**config.mk**
```make
export PLATFORM = sky130hd
export DESIGN_NAME = migs_top
export DESIGN_NICKNAME = d
export VERILOG_FILES = /design/src/rtl/migs_pkg.sv /design/src/rtl/migs_top.sv /design/src/rtl/migs_sync.sv
export SDC_FILE = /design/constraint.sdc
export NUM_CORES = 1
export LEC_CHECK = 0
export ABC_AREA = 1
export BUFFER_PORTS_ARGS = -buffer_cell sky130_fd_sc_hd__buf_2
export CAP_MARGIN = 40
export CORE_MARGIN = 2
export CORE_UTILIZATION = 61
export CTS_BUF_LIST = sky130_fd_sc_hd__clkbuf_2
export DETAILED_ROUTE_END_ITERATION = 10
export PLACE_DENSITY = 0.9
export SLEW_MARGIN = 20
export SYNTH_ARGS = -nofsm -noshare
export SYNTH_HDL_FRONTEND = slang
export SYNTH_SLANG_ARGS = --single-unit
```
**constraint.sdc**
```tcl
create_clock -name clk_i -period 1.8 [get_ports clk_i]
set_input_delay 0.27 -clock clk_i [delete_from_list [all_inputs] [get_ports clk_i]]
set_output_delay 0.27 -clock clk_i [all_outputs]
set_load 0.03 [all_outputs]
```
**src/rtl/migs_pkg.sv**
```systemverilog
/*
  constants for the multiplexed input group slave: group count, widths,
  selection codes, indicator codes and bus-cycle timing.
  assumes a 125 MHz system clock.
*/
package migs_pkg;
  localparam int unsigned CLK_HZ         = 125_000_000;
  localparam int unsigned GROUPS         = 4;
  localparam int unsigned GROUP_W        = 4;
  localparam int unsigned INPUTS         = GROUPS * GROUP_W;
  localparam int unsigned BUS_CYCLE_MS   = 5;
  localparam int unsigned BUS_CYCLE_CYC  = (CLK_HZ / 1000) * BUS_CYCLE_MS;
  localparam int unsigned LAG_CYCLES     = 3;
  localparam int unsigned LAG_MS         = 15;
  localparam int unsigned SWITCH_CYCLES  = 1;
  localparam logic [3:0]  SEL_NONE       = 4'h0;
  localparam logic [3:0]  DATA_ZERO      = 4'h0;
  localparam logic [1:0]  IND_OFF        = 2'h0;
  localparam logic [1:0]  IND_GREEN      = 2'h1;
  localparam logic [1:0]  IND_RED        = 2'h2;
  typedef enum logic [1:0] {MIGS_IDLE, MIGS_SETTLE, MIGS_VALID} migs_state_t;
endpackage

```
**src/rtl/migs_top.sv**
```systemverilog
/*
  multiplexed input group slave: sixteen inputs as four groups of four,
  one group selected by the one-hot output data word of each bus exchange.
  assumes the link layer delivers one exchange strobe per bus cycle with the
  received output data, and sends back the input data held here.
  assumes the field inputs are free-running levels; a change takes about four
  clocks through the synchroniser before a group can report it.
  assumes a 125 MHz clock; the watchdog default spans four bus cycles.
*/
`timescale 1ns/1ns

// Operation
// - sixteen inputs form four groups of four; one group reported as four bits
// - at most one group active; others never reach the reported bits
// - output image may lag master by up to three bus cycles, 15 ms
// - input image transfer to master may take up to three bus cycles
// - bits reported in the cycle a new selection takes effect are invalid
// - one two-colour indicator shows bus status and fault status
module migs_top
  import migs_pkg::*;
#(
  parameter int unsigned WATCHDOG_CYC = BUS_CYCLE_CYC * (LAG_CYCLES + 1)
) (
  input  wire logic                      clk_i,
  input  wire logic                      rst_n_i,
  input  wire logic [migs_pkg::INPUTS-1:0] inputs_i,
  input  wire logic                      xfer_i,
  input  wire logic                      xfer_ok_i,
  input  wire logic [migs_pkg::GROUP_W-1:0] out_data_i,
  output logic      [migs_pkg::GROUP_W-1:0] in_data_o,
  output logic                           in_valid_o,
  output logic      [migs_pkg::GROUP_W-1:0] group_sel_o,
  output logic                           sel_error_o,
  output logic      [1:0]                led_o
);
  import migs_pkg::*;

  // ****************************************************************
  // input synchronisation
  // ****************************************************************
  logic [INPUTS-1:0] inputs_s;

  // all groups are synchronised, not only the active one, so a switchover
  // never starts from stale stages
  migs_sync #(.W(INPUTS)) u_sync (
    .clk_i   (clk_i),
    .rst_n_i (rst_n_i),
    .async_i (inputs_i),
    .sync_o  (inputs_s)
  );

  // ****************************************************************
  // group selection and readout
  // ****************************************************************
  migs_state_t               state_reg,   state_next;
  logic [GROUP_W-1:0]        sel_reg,     sel_next;
  logic [GROUP_W-1:0]        data_reg,    data_next;
  logic                      valid_reg,   valid_next;
  logic                      err_reg,     err_next;
  logic [GROUP_W-1:0]        mux_data;
  logic                      onehot;

  // ****************************************************************
  // selection decode
  // ****************************************************************
  // one-hot check of the received selection
  always_comb begin
    onehot = (out_data_i != SEL_NONE) && ((out_data_i & (out_data_i - 4'h1)) == SEL_NONE);
  end

  // ****************************************************************
  // group multiplexer
  // ****************************************************************
  // only the single selected group reaches the data path
  // driven by the applied selection, so a faulty exchange cannot switch groups
  always_comb begin
    mux_data = DATA_ZERO;
    for (int g = 0; g < GROUPS; g++) begin
      if (sel_reg[g]) begin
        mux_data = inputs_s[g*GROUP_W +: GROUP_W];
      end
    end
  end

  // ****************************************************************
  // exchange state machine
  // ****************************************************************
  // idle holds no group, so a clean exchange with a one-hot word always leaves it as a new selection
  always_comb begin
    state_next = state_reg;
    sel_next   = sel_reg;
    data_next  = data_reg;
    valid_next = valid_reg;
    err_next   = err_reg;
    if (xfer_i && xfer_ok_i) begin
      // a new group answers zero data for one exchange while its inputs
      // are switched over; a word that is not one-hot drops the group
      if (onehot && out_data_i != sel_reg) begin
        sel_next   = out_data_i;
        state_next = MIGS_SETTLE;
        valid_next = 1'b0;
        data_next  = DATA_ZERO;
        err_next   = 1'b0;
      end else if (!onehot) begin
        err_next   = 1'b1;
        valid_next = 1'b0;
        data_next  = DATA_ZERO;
        state_next = MIGS_IDLE;
        sel_next   = SEL_NONE;
      end else begin
        unique case (state_reg)
          MIGS_IDLE: begin
            state_next = MIGS_SETTLE;
            valid_next = 1'b0;
          end
          MIGS_SETTLE: begin
            state_next = MIGS_VALID;
            data_next  = mux_data;
            valid_next = 1'b1;
          end
          MIGS_VALID: begin
            data_next  = mux_data;
            valid_next = 1'b1;
          end
        endcase
        err_next = 1'b0;
      end
    end
  end

  // ****************************************************************
  // exchange registers
  // ****************************************************************
  always_ff @(posedge clk_i or negedge rst_n_i) begin
    if (!rst_n_i) begin
      state_reg <= MIGS_IDLE;
      sel_reg   <= SEL_NONE;
      data_reg  <= DATA_ZERO;
      valid_reg <= 1'b0;
      err_reg   <= 1'b0;
    end else begin
      state_reg <= state_next;
      sel_reg   <= sel_next;
      data_reg  <= data_next;
      valid_reg <= valid_next;
      err_reg   <= err_next;
    end
  end

  // ****************************************************************
  // bus watchdog
  // ****************************************************************
  localparam int unsigned WD_W = $clog2(WATCHDOG_CYC + 1);

  logic [WD_W-1:0] wd_reg, wd_next;
  logic            bus_ok_reg, bus_ok_next;
  logic [1:0]      led_reg, led_next;

  // only a clean exchange restarts the count; faulty ones prove nothing
  always_comb begin
    wd_next     = wd_reg;
    bus_ok_next = bus_ok_reg;
    if (xfer_i && xfer_ok_i) begin
      wd_next     = '0;
      bus_ok_next = 1'b1;
    end else if (wd_reg >= WD_W'(WATCHDOG_CYC - 1)) begin
      bus_ok_next = 1'b0;
    end else begin
      wd_next = wd_reg + WD_W'(1);
    end
  end

  // ****************************************************************
  // watchdog registers
  // ****************************************************************
  always_ff @(posedge clk_i or negedge rst_n_i) begin
    if (!rst_n_i) begin
      wd_reg     <= '0;
      bus_ok_reg <= 1'b0;
    end else begin
      wd_reg     <= wd_next;
      bus_ok_reg <= bus_ok_next;
    end
  end

  // ****************************************************************
  // indicator
  // ****************************************************************
  // green for healthy exchange, red for lost bus, both for a refused selection
  always_comb begin
    if (!bus_ok_reg) begin
      led_next = IND_RED;
    end else if (err_reg) begin
      led_next = IND_RED | IND_GREEN;
    end else begin
      led_next = IND_GREEN;
    end
  end

  always_ff @(posedge clk_i or negedge rst_n_i) begin
    if (!rst_n_i) begin
      led_reg <= IND_OFF;
    end else begin
      led_reg <= led_next;
    end
  end

  // ****************************************************************
  // output ports
  // ****************************************************************
  assign in_data_o   = data_reg;
  assign in_valid_o  = valid_reg;
  assign group_sel_o = sel_reg;
  assign sel_error_o = err_reg;
  assign led_o       = led_reg;
endmodule // migs_top

```
**src/rtl/migs_sync.sv**
```systemverilog
/*
  three-stage input synchroniser; a change is accepted when stages two and
  three agree.
  assumes inputs are asynchronous to clk_i.
*/
`timescale 1ns/1ns
module migs_sync #(
  parameter int unsigned W = 1
) (
  input  wire logic         clk_i,
  input  wire logic         rst_n_i,
  input  wire logic [W-1:0] async_i,
  output logic      [W-1:0] sync_o
);
  logic [W-1:0] s1_reg, s2_reg, s3_reg, out_reg;
  logic [W-1:0] out_next;

  always_comb begin
    out_next = out_reg;
    for (int i = 0; i < W; i++) begin
      if (s2_reg[i] == s3_reg[i]) begin
        out_next[i] = s3_reg[i];
      end
    end
  end

  always_ff @(posedge clk_i or negedge rst_n_i) begin
    if (!rst_n_i) begin
      s1_reg  <= '0;
      s2_reg  <= '0;
      s3_reg  <= '0;
      out_reg <= '0;
    end else begin
      s1_reg  <= async_i;
      s2_reg  <= s1_reg;
      s3_reg  <= s2_reg;
      out_reg <= out_next;
    end
  end

  assign sync_o = out_reg;
endmodule // migs_sync

```
; Word level (Yosys, flattened, before mapping)
; Cells that the tools add are included.
[classes]
eq_ne = 23
addsub = 2
reduce_logical = 11
n_bitwise = 1
muxes = 23
magnitude_cmp = 1
[op_table]
columns = operator, count
row1 = 2-to-1 mux 22 bit, 2
row2 = 2-to-1 mux 4 bit, 9
row3 = "adder 22 x 1 -> 22 bit, second input constant", 1
row4 = ">= comparator 22 bit, second input constant", 1
row5 = == test 1 bit, 16
row6 = 2-to-1 mux 2 bit, 4
row7 = 2-to-1 mux 1 bit, 6
row8 = AND reduction 2 bit, 3
row9 = AND 4 bit, 1
row10 = zero test 4 bit, 1
row11 = "!= test 4 x 1 -> 1 bit, second input constant", 1
row12 = != test 4 bit, 1
row13 = one-hot mux 2 bit (2 select lines), 1
row14 = nonzero test 4 bit, 1
row15 = "subtractor 4 x 1 -> 4 bit, second input constant", 1
row16 = logical AND 1 bit, 3
row17 = "!= test 3 x 2 -> 1 bit, second input constant", 1
row18 = "== test 2 x 1 -> 1 bit, second input constant", 1
row19 = "== test 2 bit, second input constant", 1
row20 = zero test 2 bit, 1
row21 = "!= test 2 x 1 -> 1 bit, second input constant", 1
row22 = "!= test 2 bit, second input constant", 1
row23 = one-hot mux 1 bit (2 select lines), 1
row24 = nonzero test 2 bit, 1
row25 = OR reduction 2 bit, 1
[word_totals]
output_inout_bits = 12
word_cells = 88
input_bits = 24
reg_bits = 101

; Longest topological paths before layout
[depth]
word_depth = 7
depth_mapped = 11

; Modules after synthesis
; A second synthesis with hierarchy kept.
[hier_totals]
cells_unflattened = 508
area_unflattened_um2 = 4423.0
[by_module_without_submodules]
columns = mod, seq_area_each_um2, n_inst, area_each_um2, cells_per_inst
row1 = migs_top, 925.9, 1, 2561.2, 380
row2 = migs_sync, 1601.5, 1, 1861.8, 128

; Least setup slack after synthesis
; No wires, ideal clock.
[synth_path]
path_type = reg2reg
start = register wd_reg[0]
end = register bus_ok_reg
arrival_ns = 1.443
stages_incl_launch_ff = 12
slack_ns = 0.289
path_buffers = 1
synth_period_minus_slack_ns = 1.511
t_required_ns = 1.732
setup_ns = 0.068
path_cell_list = dfrtp_1 -> ha_1 -> nand2_1 -> inv_2 -> nand2_1 -> nand2_1 -> nand3_1 -> nand3_4 -> nor2_4 -> buf_6 -> nand2_1 -> nand2_1
[synth_between]
elab_chain_cells = 2
[synth_rtl]
columns = element, line
row1 = start: declaration, migs_top.sv:155  ; logic [WD_W-1:0] wd_reg, wd_next;
row2 = start signal: assignment, migs_top.sv:181  ; wd_reg <= wd_next;
row3 = >= comparator 22 bit, migs_top.sv:166  ; end else if (wd_reg >= WD_W'(WATCHDOG_CYC - 1)) begin
row4 = nonzero test 2 bit (no line), --
row5 = end signal: assignment, migs_top.sv:182  ; bus_ok_reg <= bus_ok_next;
row6 = end: declaration, migs_top.sv:156  ; logic bus_ok_reg, bus_ok_next;
; Every way passes these cells.
; A chain may end at the register's enable or synchronous reset.

; Worst setup path after layout
[layout_path]
start = register sel_reg[3], in the netlist group_sel_o[3]
end = output port group_sel_o[3] (netlist bit)
[layout_lines]
columns = element, line
row1 = start: declaration, migs_top.sv:56  ; logic [GROUP_W-1:0] sel_reg, sel_next;
row2 = start signal: assignment, migs_top.sv:143  ; sel_reg <= sel_next;
row3 = end: declaration, migs_top.sv:32  ; output logic [migs_pkg::GROUP_W-1:0] group_sel_o,
; No word-level cell between the ends.

==> impl_metrics.toml <==
[status]
status = "finished clean"

[global_route]
grt_pass1_wl_um = 14900
grt-ovfl-total = 0
grt_use_total = 0.263
antenna_found_initial = 0
grt_max_degree = 39
grt_pass1_vias = 3117

[floorplan]
dieArea_um2 = 7590
ios = 36
rows = 30
die_x_um = 87.1
start_util = 0.624
fp.dieH_um = 87.1
core_area_um2 = 6760

[synthesis]
synth_most_common_cell = "nand2_1"
synth_cell_types = 29
ys_seq_area_frac = 0.599
yosys-top-cells-area = "dfrtp_1, nand2_1, nand3_1"
netlist_area_um2 = 4220
synth_top_area_frac = 0.599
synth-seq-cells = 101
ys_top_cells_by_count = "nand2_1, dfrtp_1, nor2_1"
syn_nets = 469
synth_area_per_cell_um2 = 9.54
synth-edff-count = 0
ys.flop_type = "dfrtp_1"
synth.largest_area_cell = "dfrtp_1"
ys_warn_count = 0
synth_cells = 442
async_reset_ff_frac = 1.00

[worst_setup_path]
worstPathRequired_ns = 1.53
worstSetupStartpointType = "register"
crit_family = "flip-flops"
crit_slowest_cell = "dfrtp_1"
cp_data_arrival_time_ns = 1.47
worst-setup-path-type = "reg -> out"
cp-startpoint = "group_sel_o[3]$_DFFE_PN0P_"
worst-path-max-fanout = 8
timing.rr.start = "wd_reg[1]$_DFFE_PN0P_"
critPathCaptureType = "primary output"
critPathBufInv = 1
max_stage_delay_ns = 0.58
cp_num_cells = 1
path_cells = "buf_2"
reg2reg_depth = 10

[routing]
first_pass_iters = 5
totalWireLength_um = 8990
routed_via_density = 5.36
route.detailed.drc = 0
drtAntennaViolNets = 0
wl_per_cell_um = 15.1
vias = 3201
drtIter0Drc = 277

[clock_tree]
clockBufferDepth = 2
clk_pin_slew_ns = 0.32
cts_sinks = 101
clock_latency_ns = 0.62
cts_buffers = 9
htreeDepth = 3
cts_tree = "yes"
cts-root-buf = "clkbuf_2"

[job]
cap_violations = 0

[final_layout]
final_nets = 539
area_growth_pct = 16.0
antenna_cells = 0
ff_latch_area_um2 = 2530
final_util = 0.724
multiInputGateArea_um2 = 1530
largest_reg_flops = 22
drive_above_1_share = 0.161
nFillCells = 474
final-instance-count-excl-fill = 597
design_area_um2 = 4890

[worst_hold_path]
hold_path_class = "in -> async"

[power]
power.density_nw_per_um2 = 870
power.total_mw = 4.25
ir_drop_v = 0.000680
p_leak_nw = 2.35

[sta]
setup_ws_ns = 0.0608
hold_viol_final = 0
layout_min_cycle_time_ns = 1.74
maxSlewHeadroom = 0.665
worst_pin_slew_ns = 0.502
tns_ns = 0
holdWs_ns = 0.0839
max_freq_ghz = 0.575
rsz0062_at_grt = "no"
worst_clock_skew_ns = 0.0404
finalCritPeriodShare = 0.966
setup_viol = 0
slew_viol_final = 0

[place]
place_area_um2 = 4520
gp_congestion = 0.956
io_buffers = 35
pre_cts_ws_ns = 0.140
place_inst = 559
hpwlAfterDp_um = 6130
power by group:
group | switching, mW | internal (mW)
sequential | 0.116 | 2.42
clock | 0.838 | 0.359
combinational | 0.316 | 0.202
logic make-up (layout without fill, tap and decap cells):
logic type | after synthesis | count (layout) | share of synthesized area
xor gates and xnor gates | 13 | 13 | 0.0270
DFF | 101 | 101 | 0.599
adders and majority gates | 19 | 19 | 0.0469
AOI/OAI and AO/OA | 26 | 26 | 0.0377
and+or+nand+nor | 247 | 247 | 0.252
buffers and inverters | 36 | 111 | 0.0374
metal layers:
| metal | part of all wire | vias to the layer above | track usage | wire, µm |
|---|---|---|---|---|
| met5 | 0 | - | 0 | 0 |
| met4 | 0.022 | 0 | 0.117 | 201 |
| met3 | 0.049 | 21 | 0.0455 | 436 |
| met2 | 0.49 | 95 | 0.431 | 4420 |
| met1 | 0.44 | 1538 | 0.346 | 3930 |
| li1 | - | 1547 | - | - |
final cells by class:
class	count	area share
Tap cell	80	0.0205
Multi-Input combinational cell	305	0.313
Inverter	30	0.0230
Clock buffer	9	0.00921
Timing Repair Buffer	65	0.0983
Clock inverter	7	0.0187
Sequential cell	101	0.517
path summary, 6_finish.rpt:
path | end | slack (ns)
setup / recovery | group_sel_o[3] | 0.06
max in group asynchronous | wd_reg[18]$_DFFE_PN0P_ | 1.10
hold reg to reg | u_sync.s2_reg[11]$_DFF_PN0_ | 0.39
min in group clk_i | bus_ok_reg$_DFFE_PN0P_ | 0.18
setup reg to reg | wd_reg[4]$_DFFE_PN0P_ | 0.13
hold / removal | u_sync.s2_reg[3]$_DFF_PN0_ | 0.08
cells in the final DEF, fill, tap and decap left out, types with 2 or more instances in the layout:
cell           Yosys  final
xor2_1             9      9
inv_8              0      3
buf_4              0      8
o21ai_0            3      3
dfrtp_1          101    100
buf_12             0      2
a21oi_1            9      9
nor3_1             2      2
nand3_2            2      2
nor2_2             4      4
nor2_4             3      3
nand4_1            4      4
nand2_2            5      5
inv_2              5      5
inv_1             24     24
nor2_1            45     45
xnor2_1            4      4
ha_1               3      3
maj3_1            16     16
clkbuf_2           0      9
clkinv_1           1      2
o21ai_1            6      6
nand2_1          146    146
nand3_1           34     34
dlygate4sd3_1      0     21
o211ai_1           4      4
buf_2              0     34
repair_timing:
action,CTS,global route
hold endpoints to repair,82,0
resized for setup,0,1
setup endpoints to repair,0,19
buffers inserted,0,1
hold buffers,21,0
No activity file was read; power rests on OpenSTA's default activity.
